**src/logic/bbox_pkg.sv**
```systemverilog
package bbox_pkg;
   // ---------------------------------------------
   // Record layout
   // ---------------------------------------------
   localparam int REC_BYTES = 38;
   localparam int SLOTS = 5;
   localparam int BYTE_W = 8;
   localparam int TIME_W = 24;
   localparam int RTC_W = 32;
   localparam int CYC_W = 16;
   localparam int STATUS_WORD_W = 16;
   localparam int STATUS_W = 8;
   localparam int READING_W = 16;
   localparam int EVT_CNT_W = 40;
   localparam int SLOT_IDX_W = 3;
   localparam int BYTE_IDX_W = 6;
   localparam int CFG_W = 8;
   // ---------------------------------------------
   // Reset values and limits
   // ---------------------------------------------
   localparam logic [CFG_W-1:0] CONFIG_RESET = 8'h01;
   localparam logic [CFG_W-1:0] CONFIG_MASK = 8'h01;
   localparam int ENABLE_BIT = 0;
   localparam logic [CYC_W-1:0] CYC_MAX = 16'hFFFF;
   localparam logic [TIME_W-1:0] TIME_MAX = 24'hFFFFFF;
   localparam logic [BYTE_W-1:0] EMPTY_BYTE = 8'h00;
   // ---------------------------------------------
   // Timing
   // ---------------------------------------------
   localparam longint unsigned CLK_HZ = 100_000_000;
   localparam longint unsigned MINUTE_S = 60;
   localparam longint unsigned MINUTE_CYCLES = MINUTE_S * CLK_HZ;
   localparam int PRE_W = 40;
   // ---------------------------------------------
   // Types
   // ---------------------------------------------
   // Declared last field first so the lowest byte is the first one stored
   typedef struct packed {
      logic [EVT_CNT_W-1:0] event_counts;
      logic [READING_W-1:0] read_vout;
      logic [READING_W-1:0] read_pin;
      logic [READING_W-1:0] read_fan_speed;
      logic [READING_W-1:0] read_temp2;
      logic [READING_W-1:0] read_temp1;
      logic [READING_W-1:0] read_iout;
      logic [READING_W-1:0] read_iin;
      logic [READING_W-1:0] read_vin;
      logic [STATUS_W-1:0] status_fan;
      logic [STATUS_W-1:0] status_temp;
      logic [STATUS_W-1:0] status_input;
      logic [STATUS_W-1:0] status_iout;
      logic [STATUS_WORD_W-1:0] status_word;
   } telemetry_t;

   typedef struct packed {
      logic [CYC_W-1:0] request_cycles;
      logic [CYC_W-1:0] ac_cycles;
   } cycle_counts_t;

   typedef logic [REC_BYTES-1:0][BYTE_W-1:0] record_t;

   function automatic logic [CYC_W-1:0] sat_inc(input logic [CYC_W-1:0] v);
      sat_inc = (v == CYC_MAX) ? v : v + 16'h0001;
   endfunction : sat_inc
endpackage : bbox_pkg

```
**src/logic/power_cycle_tracker.sv**
```systemverilog
`timescale 1ns/1ps
`default_nettype none
module power_cycle_tracker import bbox_pkg::*; (
   input wire logic sys_clk,
   input wire logic rst_b,
   input wire logic mains_ok,
   input wire logic power_request,
   output cycle_counts_t counts
);
   // ---------------------------------------------
   // Off/on cycle counting
   // ---------------------------------------------
   logic prev_on;
   logic cause_ac;
   logic next_cause_ac;
   cycle_counts_t next_counts;
   logic on_now;
   // The turn-on after reset has no turn-off before it, so it is no cycle
   logic seen_on;
   logic next_seen_on;

   assign on_now = mains_ok && power_request;

   always_comb begin
      next_counts = counts;
      next_cause_ac = cause_ac;
      next_seen_on = seen_on || on_now;
      if (prev_on && !on_now) begin
         // Both dropping together is charged to the mains
         next_cause_ac = !mains_ok;
      end
      if (!prev_on && on_now && seen_on) begin
         if (cause_ac) begin
            next_counts.ac_cycles = sat_inc(counts.ac_cycles);
         end else begin
            next_counts.request_cycles = sat_inc(counts.request_cycles);
         end
      end
   end

   always_ff @(posedge sys_clk or negedge rst_b) begin
      if (!rst_b) begin
         prev_on <= 1'b0;
         cause_ac <= 1'b1;
         seen_on <= 1'b0;
         counts <= '0;
      end else begin
         prev_on <= on_now;
         seen_on <= next_seen_on;
         cause_ac <= next_cause_ac;
         counts <= next_counts;
      end
   end
endmodule : power_cycle_tracker
`default_nettype wire

```
**src/logic/black_box_event_record.sv**
```systemverilog
`timescale 1ns/1ps
`default_nettype none
// What this block does
// - Newest slot holds latest event's 38-byte record
// - Cycle counters run always, minutes only while powered; copied at each event
// - Power-on minutes, three bytes, one-minute step
// - Host clock value stored, four bytes, not generated
// - Count mains-loss cycles while request asserted
// - Count request-drop cycles while mains present
// - Store status and telemetry in listed order
// - Snapshot uses filtered values as already reported
// - Keep four older records behind the newest
// - Capture only while enable bit is one
module black_box_event_record import bbox_pkg::*; #(
   parameter longint unsigned MINUTE_CYCLES_P = MINUTE_CYCLES
) (
   input wire logic sys_clk,
   input wire logic rst_b,
   input wire logic mains_ok,
   input wire logic power_on_request_n,
   input wire logic bb_event,
   input wire telemetry_t telemetry,
   input wire logic clock_write_valid,
   input wire logic [RTC_W-1:0] clock_write_data,
   input wire logic config_write_valid,
   input wire logic [CFG_W-1:0] config_write_data,
   input wire logic read_req,
   input wire logic [SLOT_IDX_W-1:0] read_slot,
   input wire logic [BYTE_IDX_W-1:0] read_byte,
   output logic [BYTE_W-1:0] read_data,
   output logic read_valid,
   output logic [CFG_W-1:0] config_byte
);
   // ---------------------------------------------
   // Pin synchronisers
   // ---------------------------------------------
   logic mains_s1;
   logic mains_s2;
   logic req_n_s1;
   logic req_n_s2;
   logic powered;

   always_ff @(posedge sys_clk or negedge rst_b) begin
      if (!rst_b) begin
         mains_s1 <= 1'b0;
         mains_s2 <= 1'b0;
         req_n_s1 <= 1'b1;
         req_n_s2 <= 1'b1;
      end else begin
         mains_s1 <= mains_ok;
         mains_s2 <= mains_s1;
         req_n_s1 <= power_on_request_n;
         req_n_s2 <= req_n_s1;
      end
   end

   assign powered = mains_s2 && !req_n_s2;

   // ---------------------------------------------
   // Volatile counters
   // ---------------------------------------------
   cycle_counts_t counts;

   power_cycle_tracker u_cycles (
      .sys_clk(sys_clk),
      .rst_b(rst_b),
      .mains_ok(mains_s2),
      .power_request(!req_n_s2),
      .counts(counts)
   );

   logic [PRE_W-1:0] prescale;
   logic [PRE_W-1:0] next_prescale;
   logic [TIME_W-1:0] minutes;
   logic [TIME_W-1:0] next_minutes;
   logic minute_tick;

   assign minute_tick = powered && (prescale == PRE_W'(MINUTE_CYCLES_P - 1));

   // Saturates rather than wrapping: a wrapped count would look like a new unit
   always_comb begin
      next_prescale = prescale;
      next_minutes = minutes;
      if (powered) begin
         if (minute_tick) begin
            next_prescale = '0;
            if (minutes != TIME_MAX) begin
               next_minutes = minutes + 24'h000001;
            end
         end else begin
            next_prescale = prescale + 40'h0000000001;
         end
      end
   end

   always_ff @(posedge sys_clk or negedge rst_b) begin
      if (!rst_b) begin
         prescale <= '0;
         minutes <= '0;
      end else begin
         prescale <= next_prescale;
         minutes <= next_minutes;
      end
   end

   // ---------------------------------------------
   // Host clock value and configuration
   // ---------------------------------------------
   logic [RTC_W-1:0] rtc;
   logic [RTC_W-1:0] next_rtc;
   logic [CFG_W-1:0] next_config;

   always_comb begin
      next_rtc = rtc;
      next_config = config_byte;
      if (clock_write_valid) begin
         next_rtc = clock_write_data;
      end
      if (config_write_valid) begin
         next_config = config_write_data & CONFIG_MASK;
      end
   end

   // Enable lives in plain flops; it comes back enabled after every reset
   always_ff @(posedge sys_clk or negedge rst_b) begin
      if (!rst_b) begin
         rtc <= '0;
         config_byte <= CONFIG_RESET;
      end else begin
         rtc <= next_rtc;
         config_byte <= next_config;
      end
   end

   // ---------------------------------------------
   // Record slots
   // ---------------------------------------------
   record_t slots [SLOTS];
   record_t next_slots [SLOTS];
   record_t snapshot;
   logic capture;

   // Telemetry is taken as presented, already filtered upstream; short glitches may be absent
   assign snapshot = {telemetry, counts.request_cycles, counts.ac_cycles, rtc, minutes};
   assign capture = bb_event && config_byte[ENABLE_BIT];

   always_comb begin
      next_slots = slots;
      if (capture) begin
         for (int i = SLOTS - 1; i > 0; i--) begin
            next_slots[i] = slots[i-1];
         end
         next_slots[0] = snapshot;
      end
   end

   always_ff @(posedge sys_clk or negedge rst_b) begin
      if (!rst_b) begin
         for (int i = 0; i < SLOTS; i++) begin
            slots[i] <= '0;
         end
      end else begin
         slots <= next_slots;
      end
   end

   // ---------------------------------------------
   // Read port
   // ---------------------------------------------
   logic [BYTE_W-1:0] next_read_data;

   // Out-of-range slot or byte reads return zero instead of aliasing
   always_comb begin
      next_read_data = read_data;
      if (read_req) begin
         if (int'(read_slot) < SLOTS && int'(read_byte) < REC_BYTES) begin
            next_read_data = slots[read_slot][read_byte];
         end else begin
            next_read_data = EMPTY_BYTE;
         end
      end
   end

   always_ff @(posedge sys_clk or negedge rst_b) begin
      if (!rst_b) begin
         read_data <= EMPTY_BYTE;
         read_valid <= 1'b0;
      end else begin
         read_data <= next_read_data;
         read_valid <= read_req;
      end
   end
endmodule : black_box_event_record
`default_nettype wire

```
**config.mk**
```make
export PLATFORM = sky130hd
export DESIGN_NAME = black_box_event_record
export DESIGN_NICKNAME = d
export VERILOG_FILES = /design/src/logic/bbox_pkg.sv /design/src/logic/power_cycle_tracker.sv /design/src/logic/black_box_event_record.sv
export SDC_FILE = /design/constraint.sdc
export NUM_CORES = 2
export LEC_CHECK = 0
export ABC_AREA = 1
export ABC_CLOCK_PERIOD_IN_PS = 1900
export BUFFER_PORTS_ARGS = -buffer_cell sky130_fd_sc_hd__buf_2
export CORE_MARGIN = 1.5
export CORE_UTILIZATION = 55
export CTS_CLUSTER_SIZE = 24
export DETAILED_ROUTE_END_ITERATION = 10
export HOLD_SLACK_MARGIN = 0.15
export MAX_ROUTING_LAYER = met4
export PLACE_DENSITY_LB_ADDON = 0.15
export SYNTH_ARGS = -nofsm -noshare
export SYNTH_HDL_FRONTEND = slang
export SYNTH_SLANG_ARGS = --single-unit
```
**constraint.sdc**
```tcl
create_clock -name sys_clk -period 1.9 [get_ports sys_clk]
set_clock_uncertainty 0.1 [all_clocks]
set_input_delay 0.38 -clock sys_clk [delete_from_list [all_inputs] [get_ports sys_clk]]
set_output_delay 0.38 -clock sys_clk [all_outputs]
set_load 0.005 [all_outputs]
```
# == Word-level counts from Yosys, hierarchy flattened ==
# Cells that the tools add are included.
# totals
reg_bits,1665
input_bits,273
out_inout_bits,17
wordCells,243
# classes
addsub,4
magnitude_cmp,4
n_eq_ne,4
muxes,7
bitwise_logic,4
n_reduce_logical,15
# ops
op,count
304-bit binary-select mux with 3-bit select,1
304-bit 2-to-1 mux,2
8-bit binary-select mux with 6-bit select,1
"40-bit by 1-bit adder with 40-bit output, second input constant",1
"40-bit by 33-bit == test with 1-bit output, second input constant",1
40-bit 2-to-1 mux,1
"16-bit by 1-bit adder with 16-bit output, second input constant",2
"16-bit == test, second input constant",2
"24-bit by 1-bit adder with 24-bit output, second input constant",1
"24-bit != test, second input constant",1
8-bit 2-to-1 mux,2
3-bit AND reduction,3
1-bit logical AND,7
"6-bit by 7-bit < comparator with 1-bit output, second input constant",1
"6-bit < comparator, second input constant",1
"4-bit >= comparator, second input constant",1
1-bit zero test,4
3-bit NOT with 4-bit output,1
"3-bit < comparator, second input constant",1
1-bit NOT,3
1-bit logical OR,1

# == Logic depth before layout (Yosys ltp) ==
# depth
ltp_word,7
mapped_depth,18
ltp_nobuf,17

# == Hierarchy ==
# From an unflattened synthesis, not the netlist that was laid out.
# hier_totals
hier_cells,9835
hier_area_um2,78606.6
# by_module_without_submodules
mod,n_inst,cells_each,area_each_um2,seq_area_each_um2
black_box_event_record,1,9522,76449.6,40792.9
power_cycle_tracker,1,313,2157.1,877.1

# == Worst setup path before layout ==
# OpenSTA, ideal clock, no wires.
# synth_timing
path_type,input port to flip-flop
startpoint,in read_byte[1]
endpoint,reg read_data[7]
setup_time_ns,0.117
arrival_time_ns,1.800
t_required_ns,1.683
setup_slack_ns,-0.117
stages,12
path_buffers,4
path_cell_list,buf_2 -> inv_1 -> buf_2 -> buf_2 -> clkbuf_1 -> o211ai_1 -> nand3_1 -> a21oi_1 -> o21ai_0 -> nand2_1 -> nand2_1 -> nand2_1
# synth_via
elab_chain_len,3
elab_cells_between_ends,5
cone_classes,order compare: 1; mux: 3; reduce/logical: 1
# synth_lines
element,line_no,text
from (decl),black_box_event_record.sv:29,"input wire logic [BYTE_IDX_W-1:0] read_byte,"
8-bit binary-select mux with 6-bit select / 6-bit < comparator (equally long branches),"black_box_event_record.sv:177, black_box_event_record.sv:176",
8-bit 2-to-1 mux (not written as such) / 1-bit logical AND (equally long branches),"black_box_event_record.sv:177, black_box_event_record.sv:176",
8-bit 2-to-1 mux *,black_box_event_record.sv:176,if (int'(read_slot) < SLOTS && int'(read_byte) < REC_BYTES) begin
to (signal assigned),black_box_event_record.sv:189,read_data <= next_read_data;
to (decl),black_box_event_record.sv:30,"output logic [BYTE_W-1:0] read_data,"
# Every way passes the cells marked *; elsewhere a longest branch is shown, timed or not. The select of a mux whose other input is x is not followed.
# A chain may end at the register's enable or synchronous reset.

# == Final worst setup path ==
# layout_timing
startpoint,reg mains_s2
endpoint,reg u_cycles.counts[27] (netlist name)
# layout_via
elab_chain_len,4
# layout_lines
element,line_no,text
from (decl),black_box_event_record.sv:38,logic mains_s2;
from (signal assigned),black_box_event_record.sv:51,mains_s2 <= mains_s1;
1-bit logical AND,power_cycle_tracker.sv:22,assign on_now = mains_ok && power_request;
1-bit logical AND (2 in series),power_cycle_tracker.sv:32,if (!prev_on && on_now && seen_on) begin
3-bit AND reduction (no line),n/a,
# No other way between the ends.

==> impl_metrics.toml <==
[timing]
setup_viol = 263
final.setup.tns_ns = -14.36
report.final.slew_viol_count = 0
hold_viol = 0
finalCritPeriodShare = 1.15
clock.fmax_mhz = 456
period_needed_ns = 2.19
rsz0062_at_grt = "yes"
layout_setup_ws_ns = -0.294
fin_hold_ws_ns = 0.228
tightest_slew_ns = 0.775
max_slew_margin = 0.482

[logic_synthesis]
syn_area_mm2 = 0.0777
synth_edf_count = 0
ys_ff_latch = 1665
synth_fa_ha_area_frac = 0.000644
ys_types = 46
postSynthAreaPerCell_um2 = 7.96
ys.flop_type = "dfrtp_1"
synth_simple_gate_area_frac = 0.228
synth.yosys.seq_area_share = 0.536
synthMuxAreaShare = 0.0125
yosysWarnings = 0
synth-xor-area-share = 0.00778
synth_top_family_by_area = "simple AND/OR/NAND/NOR gates"
synth_compound_area_frac = 0.128
syn_inst = 9763
ys_async_sr_fraction = 1.00

[route]
ant_nets = 0
viasPerCell = 5.58
wirelength_um = 251000
drc_errors = 0
drt-initial-drc-count = 7578
via_count = 72734
wire_per_inst_um = 19.3
dr.pass1.iters = 6

[place]
place_area_mm2 = 0.0882
gp_congestion = 0.931
port_buffers = 275
dpl.hpwl_um = 160000

[global_route]
grt_pass1_vias = 69393
grt_usage = 0.344
antenna_found_initial = 2
grt-ovfl-total = 0
grt_pass1_wl_um = 378000
grt_max_degree = 95

[cells_and_area]
final_nets = 11293
drive_gt1_frac = 0.197
fillers = 10393
final_cell_area_mm2 = 0.102
fin_util = 0.726
syn2layout_area_growth_pct = 30.7

[worst_hold_path]
hold_class = "input port to async pin"

[worst_setup_path]
crit_arrival_ns = 2.78
critPathKind = "flip-flop to flip-flop"
required_ns = 2.48
worst_setup_path_end_kind = "flip-flop"
start_kind = "flip-flop"
critical_path.max_fanout = 4

[power]
p_comb_frac = 0.217
p_leak_nw = 50.3
pwr-share-seq = 0.451
powerDensity_mw_per_mm2 = 1050
p_int_w = 0.0744
pwr-share-clk = 0.331
p_total_w = 0.107
peakVddDrop_mv = 0.907
sw_frac_of_total = 0.304
power_switching_w = 0.0325

[die]
die_h_um = 379
fp.coreArea_mm2 = 0.140
fp-row-count = 137
die_area_mm2 = 0.144
initial_utilization = 0.555
pin_count = 290
dieWidth_um = 379

[flow_run]
drv_cap = 0

[clock_network]
clk_pin_slew_ns = 0.06
cts_tree = "built"
h-tree-depth = 4
cts_buffer_depth = 3
clkSinkCount = 1665
cts_root_buf = "clkbuf_16"
clk_latency_ns = 0.80
numCtsBuffers = 177

[status]
violations = "negative setup slack"
status = "finished with violations"
-- timing repair --
action | CTS | global route
setup endpoints to repair | 88 | 220
setup buffers | 31 | 76
pin swaps | 37 | 140
endpoints found under the hold margin | 1926 | 0
resized for setup | 182 | 505
hold buffers | 322 | 0
gates cloned | 0 | 43
-- path summary, 6_finish.rpt --
path                       cells past startpoint          from  slack, ns             endpoint
max in group asynchronous                      3         rst_b       0.28           slots[169]
max reg2reg                                   13      mains_s2      -0.29  u_cycles.counts[27]
min in group sys_clk                           7  read_byte[5]       0.25         read_data[3]
min reg2reg                                    0      mains_s1       0.26             mains_s2
min                                            3         rst_b       0.23          slots[1082]
max                                           13      mains_s2      -0.29  u_cycles.counts[27]
-- per-layer routing --
metal / part of all wire / global-route usage / up-vias
li1: - / - / 33833
met1: 0.42 / 0.469 / 35395
met2: 0.46 / 0.526 / 2931
met3: 0.078 / 0.0473 / 575
met4: 0.040 / 0.132 / 0
met5: 0 / - / -
-- flip-flops by register name, indices dropped and copies added, names as in the netlist, 8 cells and up --
| register | flops |
|---|---|
| slots | 1520 |
| prescale | 40 |
| rtc | 32 |
| u_cycles.counts | 32 |
| minutes | 24 |
| read_data | 8 |
-- cell type report --
cell class / instances / area (um^2) / share of cell area
inverter: 1054 / 4020 / 0.0396
multi-input combinational: 6389 / 31300 / 0.308
tap: 1876 / 2350 / 0.0231
antenna: 2 / 5.00 / 0.0000493
clock inverter: 49 / 678 / 0.00668
timing repair inverter: 1 / 8.76 / 0.0000863
sequential: 1665 / 41700 / 0.411
clock buffer: 265 / 5200 / 0.0512
timing repair buffer: 1728 / 16300 / 0.161
-- stage by stage --
stage	setup slack [ns]	instances
floorplan	-0.0902	9769
global placement	-1.06	12257
detailed placement	-1.05	12257
CTS	-0.240	12920
global route	-0.411	13028
finish	-0.294	13029
-- kinds of logic after synthesis --
| group | Yosys count |
|---|---|
| buffers and inverters | 1717 |
| other | 1 |
| DFF | 1665 |
| AOI/OAI and AO/OA | 1917 |
| muxes | 86 |
| and+or+nand+nor | 4304 |
| adders and majority gates | 4 |
| xor gates and xnor gates | 69 |
-- power groups by stage --
| stage | clock network (W) | logic [W] | registers (W) |
|---|---|---|---|
| finish | 0.0354 | 0.0232 | 0.0483 |
| global route | 0.0372 | 0.0260 | 0.0490 |
| CTS | 0.0357 | 0.0216 | 0.0479 |
| detailed placement | 0 | 0.0207 | 0.0484 |
| global placement | 0 | 0.0200 | 0.0482 |
| floorplan | 0 | 0.0125 | 0.0472 |
-- cell usage in the layout, fill, tap and decap left out, types with 13 or more instances in the layout --
cell and n:
o21ai_0 1034, nor2_1 593, dlygate4sd3_1 322, buf_2 264, nand2_4 18, buf_6 75, xor2_1 59, nor3_2 17
inv_1 994, buf_8 13, buf_16 15, o21ai_1 64, nor3_4 16, buf_4 850, clkbuf_16 213, inv_2 45
a21oi_2 13, nor2_2 58, nand3_2 85, mux2_2 86, a21oi_1 670, o21ai_2 13, dfrtp_1 1650, clkinv_2 19
nand2_1 2459, clkbuf_1 45, nand4_1 87, clkbuf_8 42, nand3_4 23, nor2_4 30, nand2_2 55, bufinv_16 15
nor3_1 19, nand3_1 821, o211ai_1 101, buf_12 154
-- synth_stat cells, types with 8 or more instances --
cell,number,area (um^2)
nand2_1,2531,9500
inv_1,1044,3920
nand3_1,926,4630
o211ai_1,101,758
buf_2,169,846
dfrtp_1,1661,41600
nor3_1,48,240
buf_4,21,158
o21ai_0,1099,5500
buf_1,61,229
clkbuf_1,412,1550
xor2_1,62,543
nor4_1,15,93.8
inv_2,8,30.0
mux2_2,86,968
nor2_1,674,2530
o21ai_1,13,65.1
nand4_1,87,544
a21oi_1,685,3430
-- critical path: stages (launching register included) --
cell and delay (ns):
dfrtp_1 0.34, inv_1 0.04, nor2_1 0.07, buf_4 0.16, buf_6 0.11, nand3_4 0.07
nor2_4 0.23, nand2_4 0.08, inv_2 0.07, nand4_1 0.11, nor2_2 0.16, nand4_1 0.19
buf_4 0.20, xor2_1 0.14
Power figures use the tool's default switching activity.
